$ cat src/verilog/ssb_defs.svh
// constants of the serial slave to parallel bus bridge
// Operation
// serial port runs at standard or fast rate
// address byte: 7-bit identifier plus direction bit
// mismatch ignored, match acknowledged
// master writes register, low byte, high byte
// acknowledge register number and data bytes
// master reads via repeated start, read address
// send register value low byte first
// master acks bytes, ends read with nack
// each register moves as two bytes
// each request becomes a parallel bus command
// bus busy high while request is processed
// real-time results readable any time, bus untouched
// master waits for idle busy and ready
// bus idle when both lines high
// only master makes start and stop
// start is data falling while clock high
// stop is data rising while clock high
// transmitter releases data, receiver pulls ack low
// nack leaves data high, ends read
// only one chained device enables serial slave
// reset stretched 255 cycles, defaults restored
// clock passes only while gate input low
// strobe changes on falling edge, ready high
// read/write low for write, high for read
// lines synchronised, edges found on system clock
`ifndef SSB_DEFS_SVH
`define SSB_DEFS_SVH
`define SSB_TARGET_ID   7'h35
`define SSB_RST_HOLD    8'hff
`define SSB_BITS        4'h8
`define SSB_RT_DIST_REG 5'h1d
`define SSB_RT_CAT_REG  5'h1e
`endif

$ cat src/verilog/ssb_pkg.sv
// types of the serial slave to parallel bus bridge
package ssb_pkg;

    // serial side sequence
    typedef enum logic [2:0] {
        ST_IDLE, ST_RX, ST_RX_ACK, ST_TX, ST_TX_ACK, ST_IGNORE
    } ssb_st_t;

    // parallel bus command engine
    typedef enum logic [2:0] {
        B_IDLE, B_WAIT, B_STROBE, B_GAP, B_DONE
    } ssb_bus_t;

    // rising-edge state of the bridge; the falling-edge bus pin registers are kept apart
    typedef struct packed {
        logic        run_s1;
        logic        run_s2;
        logic        scl_s1;
        logic        scl_s2;
        logic        scl_s3;
        logic        sda_s1;
        logic        sda_s2;
        logic        sda_s3;
        logic [7:0]  rst_cnt;
        ssb_st_t     st;
        ssb_bus_t    bus;
        logic [3:0]  cnt;
        logic [2:0]  bi;
        logic [7:0]  sr;
        logic        rd;
        logic        act;
        logic [7:0]  regn;
        logic [15:0] wdata;
        logic [15:0] rdata;
        logic        cmd_rw;
        logic        strobe;
        logic        sda_oe;
        logic        sda_o;
        logic        busy;
    } ssb_state_t;

endpackage : ssb_pkg
$ cat src/verilog/ssb_bridge.sv
// serial slave to parallel neuron bus bridge
`timescale 1ns/1ps
`include "ssb_defs.svh"

module ssb_bridge #(
    // arbitrary identifier value
    parameter logic [6:0] TARGET_IDENTIFIER = `SSB_TARGET_ID
) (
    // clock, reset and clock gate
    input  wire logic        clk,
    input  wire logic        nrst,
    input  wire logic        clk_gate_n,
    // serial link
    input  wire logic        serial_clock_pin,
    input  wire logic        sda_in,
    output logic             sda_out,
    output logic             sda_oe,
    // parallel neuron bus
    output logic             command_strobe,
    output logic             cmd_rw,
    output logic [4:0]       cmd_reg,
    output logic [15:0]      cmd_data_out,
    output logic             cmd_data_oe,
    input  wire logic [15:0] cmd_data_in,
    input  wire logic        ready_in,
    // real-time recognition results
    input  wire logic [15:0] realtime_distance_reg,
    input  wire logic [15:0] realtime_category_reg,
    // status
    output logic             bus_busy_out
);

    // =========================================================
    // state and line events
    // =========================================================
    ssb_pkg::ssb_state_t q;
    ssb_pkg::ssb_state_t d;
    logic                scl_rise;
    logic                scl_fall;
    logic                start_det;
    logic                stop_det;
    logic                live;
    logic                bus_idle;
    logic                rt_sel;
    logic [15:0]         rt_value;

    // edges seen only on second and third stages
    assign scl_rise  = q.scl_s2 & ~q.scl_s3;
    assign scl_fall  = ~q.scl_s2 & q.scl_s3;
    assign start_det = q.scl_s2 & q.scl_s3 & q.sda_s3 & ~q.sda_s2;
    assign stop_det  = q.scl_s2 & q.scl_s3 & ~q.sda_s3 & q.sda_s2;
    // core advances only when clock passes and reset is over
    assign live      = ~q.run_s2 && (q.rst_cnt == 8'h00);
    // real-time results come from the ports, never over the bus
    assign bus_idle  = (q.bus == ssb_pkg::B_IDLE);
    assign rt_sel    = (q.regn[4:0] == `SSB_RT_DIST_REG)
                     | (q.regn[4:0] == `SSB_RT_CAT_REG);
    assign rt_value  = (q.regn[4:0] == `SSB_RT_DIST_REG)
                     ? realtime_distance_reg : realtime_category_reg;

    // =========================================================
    // next state
    // =========================================================
    // oversampling at 40 MHz covers both link rates
    always_comb begin
        d        = q;
        d.run_s1 = clk_gate_n;
        d.run_s2 = q.run_s1;
        d.scl_s1 = serial_clock_pin;
        d.scl_s2 = q.scl_s1;
        d.scl_s3 = q.scl_s2;
        d.sda_s1 = sda_in;
        d.sda_s2 = q.sda_s1;
        d.sda_s3 = q.sda_s2;
        if (q.run_s2) begin
            d.strobe = q.strobe; // gated: core frozen
        end else if (q.rst_cnt != 8'h00) begin
            d.rst_cnt = q.rst_cnt - 8'h01; // stretched reset
        end else begin
            // parallel command engine
            case (q.bus)
                ssb_pkg::B_WAIT: begin
                    if (ready_in) begin
                        d.bus    = ssb_pkg::B_STROBE;
                        d.strobe = 1'b1;
                    end
                end
                ssb_pkg::B_STROBE: begin
                    d.bus    = ssb_pkg::B_GAP;
                    d.strobe = 1'b0;
                end
                ssb_pkg::B_GAP: begin
                    d.bus = ssb_pkg::B_DONE;
                end
                ssb_pkg::B_DONE: begin
                    // ready rises again when the neurons finish
                    if (ready_in) begin
                        d.bus = ssb_pkg::B_IDLE;
                        if (q.cmd_rw) begin
                            d.rdata = cmd_data_in;
                        end
                    end
                end
                default: begin
                    d.bus = ssb_pkg::B_IDLE;
                end
            endcase
            // serial sequence; start and stop win over any phase
            if (start_det) begin
                d.st     = ssb_pkg::ST_RX;
                d.cnt    = 4'h0;
                d.bi     = 3'h0;
                d.sda_oe = 1'b0;
            end else if (stop_det) begin
                d.st     = ssb_pkg::ST_IDLE;
                d.act    = 1'b0;
                d.sda_oe = 1'b0;
            end else begin
                case (q.st)
                    ssb_pkg::ST_RX: begin
                        if (scl_rise) begin
                            d.sr  = {q.sr[6:0], q.sda_s2};
                            d.cnt = q.cnt + 4'h1;
                        end else if (scl_fall && q.cnt == `SSB_BITS) begin
                            d.st     = ssb_pkg::ST_RX_ACK;
                            d.sda_oe = 1'b1; // pull low to ack
                            d.cnt    = 4'h0;
                            d.bi     = q.bi + 3'h1;
                            case (q.bi)
                                3'h0: begin
                                    // identifier plus direction
                                    if (q.sr[7:1] != TARGET_IDENTIFIER) begin
                                        d.st     = ssb_pkg::ST_IGNORE;
                                        d.sda_oe = 1'b0;
                                        d.act    = 1'b0;
                                    end else begin
                                        d.act = 1'b1;
                                        d.rd  = q.sr[0];
                                        if (q.sr[0] & rt_sel) begin
                                            // results bypass the bus
                                            d.rdata = rt_value;
                                        end else if (q.sr[0] & bus_idle) begin
                                            d.bus = ssb_pkg::B_WAIT;
                                            d.cmd_rw = 1'b1;
                                        end
                                    end
                                end
                                3'h1: begin
                                    d.regn = q.sr;
                                end
                                3'h2: begin
                                    d.wdata[7:0] = q.sr; // low byte
                                end
                                3'h3: begin
                                    d.wdata[15:8] = q.sr; // high byte
                                    if (q.bus == ssb_pkg::B_IDLE) begin
                                        d.bus    = ssb_pkg::B_WAIT;
                                        d.cmd_rw = 1'b0;
                                    end
                                end
                                default: begin
                                    // a third data byte is not taken
                                    d.st     = ssb_pkg::ST_IGNORE;
                                    d.sda_oe = 1'b0;
                                end
                            endcase
                        end
                    end
                    ssb_pkg::ST_RX_ACK: begin
                        if (scl_fall) begin
                            if (q.rd) begin
                                d.st     = ssb_pkg::ST_TX; // low byte
                                d.sr     = q.rdata[7:0];
                                d.sda_oe = ~q.rdata[7];
                                d.cnt    = 4'h1;
                                d.bi     = 3'h0;
                            end else begin
                                d.st     = ssb_pkg::ST_RX;
                                d.sda_oe = 1'b0;
                            end
                        end
                    end
                    ssb_pkg::ST_TX: begin
                        if (scl_fall) begin
                            if (q.cnt == `SSB_BITS) begin
                                d.st     = ssb_pkg::ST_TX_ACK;
                                d.sda_oe = 1'b0; // release for ack
                            end else begin
                                d.sr     = {q.sr[6:0], 1'b0};
                                d.sda_oe = ~q.sr[6];
                                d.cnt    = q.cnt + 4'h1;
                            end
                        end
                    end
                    ssb_pkg::ST_TX_ACK: begin
                        if (scl_rise && q.sda_s2) begin
                            d.st  = ssb_pkg::ST_IDLE; // nack ends read
                            d.act = 1'b0;
                        end else if (scl_fall) begin
                            if (q.bi == 3'h0) begin
                                d.st     = ssb_pkg::ST_TX; // high byte
                                d.bi     = 3'h1;
                                d.sr     = q.rdata[15:8];
                                d.sda_oe = ~q.rdata[15];
                                d.cnt    = 4'h1;
                            end else begin
                                // only two bytes per register
                                d.st = ssb_pkg::ST_IGNORE;
                            end
                        end
                    end
                    default: begin
                        d.sda_oe = 1'b0; // idle or ignoring
                    end
                endcase
            end
            // busy while a matched request or its command runs
            d.busy = d.act | (d.bus != ssb_pkg::B_IDLE);
        end
    end

    // =========================================================
    // registers
    // =========================================================
    // rising edge state, constants only under reset
    always_ff @(posedge clk or negedge nrst) begin
        if (!nrst) begin
            q         <= '0;
            q.rst_cnt <= `SSB_RST_HOLD;
        end else begin
            q <= d;
        end
    end

    // bus pins move on the falling edge, half a cycle of setup
    always_ff @(negedge clk or negedge nrst) begin
        if (!nrst) begin
            command_strobe <= 1'b0;
            cmd_rw         <= 1'b0;
            cmd_reg        <= 5'h00;
            cmd_data_out   <= 16'h0000;
            cmd_data_oe    <= 1'b0;
        end else begin
            command_strobe <= q.strobe;
            cmd_rw         <= q.cmd_rw;
            cmd_reg        <= q.regn[4:0];
            cmd_data_out   <= q.wdata;
            cmd_data_oe    <= q.strobe & ~q.cmd_rw; // released otherwise
        end
    end

    assign sda_out      = q.sda_o;
    assign sda_oe       = q.sda_oe;
    assign bus_busy_out = q.busy;
endmodule : ssb_bridge

$ cat config.mk
export PLATFORM = sky130hd
export DESIGN_NAME = ssb_bridge
export DESIGN_NICKNAME = d
export VERILOG_FILES = /design/src/verilog/ssb_pkg.sv /design/src/verilog/ssb_bridge.sv
export VERILOG_INCLUDE_DIRS = /design/src /design/src/verilog
export SDC_FILE = /design/constraint.sdc
export NUM_CORES = 1
export LEC_CHECK = 0
export ABC_AREA = 1
export BUFFER_PORTS_ARGS = -buffer_cell sky130_fd_sc_hd__buf_2
export CAP_MARGIN = 20
export CORE_MARGIN = 2
export CORE_UTILIZATION = 25
export DETAILED_ROUTE_END_ITERATION = 10
export SYNTH_ARGS = -nofsm -noshare
export SYNTH_HDL_FRONTEND = slang
export SYNTH_SLANG_ARGS = --single-unit
$ cat constraint.sdc
create_clock -name clk -period 4 [get_ports clk]
set_input_delay 0.6 -clock clk [delete_from_list [all_inputs] [get_ports clk]]
set_output_delay 0.6 -clock clk [all_outputs]
set_load 0.01 [all_outputs]
==> summary.txt <==
Pwr
  – Power per Cell Area: 377 nW/um^2
  – Static Leak: 3.42 nW
  – Worst VDD drop: 198 uV

Route
  – Vias per Instance: 4.40
  – DR vias: 4941
  – ANT nets after route: 0
  – Met3 WL: 727 um
  – Topmost layer with routed signal wires: met4
  – Met2 wire length: 6460 um
  – DRT Wirelength: 14600 um
  – Avg WL per Cell: 13.0 um
  – First DRT Iteration DRCs: 427
  – # DRC: 0
  – Metal1 wirelength: 7120 um
  – First-pass detailed-route iteration total: 5

Worst setup path
  – Crit path max fanout: 1
  – Required time of the critical path: 3.40 ns
  – Worst setup SP type: register
  – Type of the setup path with the least slack: reg -> out
  – Critical path, cell by cell: buf_2
  – Kind of end point of the critical path: output port
  – Max incr delay on CP: 0.39 ns
  – Worst endpoint data arrival time: 2.87 ns
  – Critical path's top delay family: flip-flops
  – Library cell contributing the largest single delay on the critical path: sky130_fd_sc_hd__dfrtn_1
  – Bufs and invs on worst path: 1

Synthesis
  – Top cell type by total area after synthesis: sky130_fd_sc_hd__dfrtp_1
  – Sequential area share after synthesis: 0.458
  – Fraction of the mapped netlist area in compound gates: 0.0768
  – Mux share of post-synthesis cell area: 0
  – FFs w/ async S/R, synth: 1.00
  – Synth area leaders: sky130_fd_sc_hd__dfrtp_1 (32%), sky130_fd_sc_hd__nand2_1 (17%), sky130_fd_sc_hd__dfrtn_1 (11%)
  – Top-area cell type share of the netlist area: 0.316
  – Mean instance size in the synthesized netlist: 7.54 sq um
  – Number of nets produced by synthesis: 820
  – Simple-Gate Fraction of Synth Area: 0.359
  – Synthesized netlist cell count: 757
  – Adder-cell share of the synthesized area: 0.0197
  – Xor and xnor fraction of the mapped netlist area: 0.0123
  – Syn Std Cell Area: 5700 sq um
  – Predominant post-synthesis flop cell: sky130_fd_sc_hd__dfrtp_1
  – Dominant combinational cell family by area after synthesis: simple AND/OR/NAND/NOR gates
  – Number of enable-type register cells in the synthesized netlist: 0
  – Number of flip-flops and latches in the synthesized netlist: 104
  – Yosys synthesis warning count: 0
  – Synth unique cells: 40

CTS
  – Clock slew at reported path FFs: 0.07 ns
  – CTS tree: yes
  – Clock insertion delay at the later pin of the skew report: 0.36 ns
  – Cell at the root of the clock tree: sky130_fd_sc_hd__clkbuf_16
  – Max clock buf depth: 2
  – Sink Count: 104
  – CTS buffer count: 9
  – Cts-stage hold buffer count: 0
  – Number of gates resized after cts: 0
  – Post-CTS repair timing setup buffer count: 0
  – Level count of the clock H-tree: 3

Cells and area
  – Utilization after layout: 0.295
  – Fraction of final layout cells with drive strength greater than 1: 0.172
  – Regs by FF count: q x73, cmd_data_out x16
  – Final nets: 895
  – Register bank with the most flops: q
  – Area Overhead vs Synth: 16.5%
  – Highest-count cells in the layout ignoring fill and taps: sky130_fd_sc_hd__nand2_1 (264), sky130_fd_sc_hd__nand3_1 (82), sky130_fd_sc_hd__inv_1 (79), sky130_fd_sc_hd__buf_2 (78), sky130_fd_sc_hd__dfrtp_1 (72)
  – Fillcell total: 2400
  – Number of flip-flops in the largest register: 73
  – Number of diodes: 0
  – Most frequent standard cell in the layout excluding fill and tap cells: sky130_fd_sc_hd__nand2_1

Floorplanning
  – Initial Util: 0.253
  – Die span in y: 155 um
  – Die footprint: 24000 sq um
  – Rows: 55
  – Core Area: 22500 sq um
  – IO Count: 81
  – Chip Width: 155 um

Timing
  – Total count of hold-check failures in the final report: 0
  – Number of setup violations in the final report: 0
  – Post-Route Setup TNS: 0 ns
  – Slew at the pin closest to its max-slew limit: 0.999 ns
  – Final number of max-transition violations: 0
  – RSZ-0062 raised after global routing: no
  – Post-Route Skew: 0.0147 ns
  – Slew HR: 0.332

GRT
  – Overall fraction of global-route tracks in use: 0.126
  – Pin count of the biggest net entering global routing: 37
  – Final global-route overflow total: 0
  – Number of antenna violations at the first check in global routing: 0
  – Number of global-route vias before repair: 4602
  – First-pass GRT wire length: 24000 um

Place
  – Detailed placement HPWL: 10900 um
  – GP Congestion: 0.958
  – Number of buffers inserted by port buffering: 79

Flow run
  – Max Cap Violations: 0

Worst hold path
  – Path type of the worst min-delay path: in -> async

Outcome
  – Status: finished clean
[layer usage]
metal	vias up	GRT usage
met2	142	0.196
met1	2200	0.174
met5	-	0
li1	2579	-
met3	20	0.0240
met4	0	0.0494
[cell families after synthesis]
group | after synthesis
simple gates | 453
buf+inv | 104
flops | 104
compound gates | 78
fa+ha+maj | 9
xor+xnor | 8
other cells | 1
[metrics by stage]
stage	setup slack, ns	total power, mW	std cells	instance area [sq um]	hold slack (ns)
after floorplan	0.988	1.55	757	5700	0.304
after CTS	0.512	2.54	1122	6650	0.223
after global placement	0.917	1.70	1106	6380	0.333
after global routing	0.494	2.66	1122	6650	0.246
final	0.533	2.50	1122	6650	0.214
after detailed placement	0.896	1.70	1106	6380	0.335
[worst paths after layout]
check / endpoint / cells past startpoint / from / slack (ns)
setup / recovery: cmd_data_out[10] / 1 / cmd_data_out[10]$_DFF_NN0_ / 0.53
max in group asynchronous: cmd_reg[0]$_DFF_NN0_ / 1 / nrst / 1.52
setup reg to reg: cmd_data_oe$_DFF_NN0_ / 1 / q[4]$_DFFE_PN0P_ / 1.31
hold reg to reg: q[82]$_DFF_PN0_ / 0 / d[82]$_DFF_PN0_ / 0.35
hold / removal: q[26]$_DFFE_PN0P_ / 1 / nrst / 0.21
min in group clk: q[82]$_DFF_PN0_ / 0 / d[82]$_DFF_PN0_ / 0.35
[Yosys cell counts, types with 9 or more instances]
| cell type | instances |
|---|---|
| sky130_fd_sc_hd__a21oi_1 | 11 |
| sky130_fd_sc_hd__dfrtn_1 | 24 |
| sky130_fd_sc_hd__dfrtp_1 | 72 |
| sky130_fd_sc_hd__ha_1 | 9 |
| sky130_fd_sc_hd__inv_1 | 79 |
| sky130_fd_sc_hd__nand2_1 | 264 |
| sky130_fd_sc_hd__nand3_1 | 82 |
| sky130_fd_sc_hd__nand4_1 | 21 |
| sky130_fd_sc_hd__nor2_1 | 49 |
| sky130_fd_sc_hd__o21ai_0 | 42 |
| sky130_fd_sc_hd__o21ai_1 | 9 |
[layout make-up]
class,count,area (sq um),share of cell area
Multi-Input combinational cell,549,2670,0.402
Clock inverter,4,30.0,0.00452
Inverter,87,327,0.0491
Sequential cell,104,2610,0.393
Timing Repair Buffer,81,413,0.0621
Tap cell,285,357,0.0537
Clock buffer,12,236,0.0356
[report_power, final]
group | internal [mW] | total, mW | switching [mW]
combinational | 0.167 | 0.469 | 0.302
sequential | 1.13 | 1.21 | 0.0834
clock | 0.425 | 0.820 | 0.394
total | 1.72 | 2.50 | 0.780
Note: power is estimated with default switching activity, not from simulation.
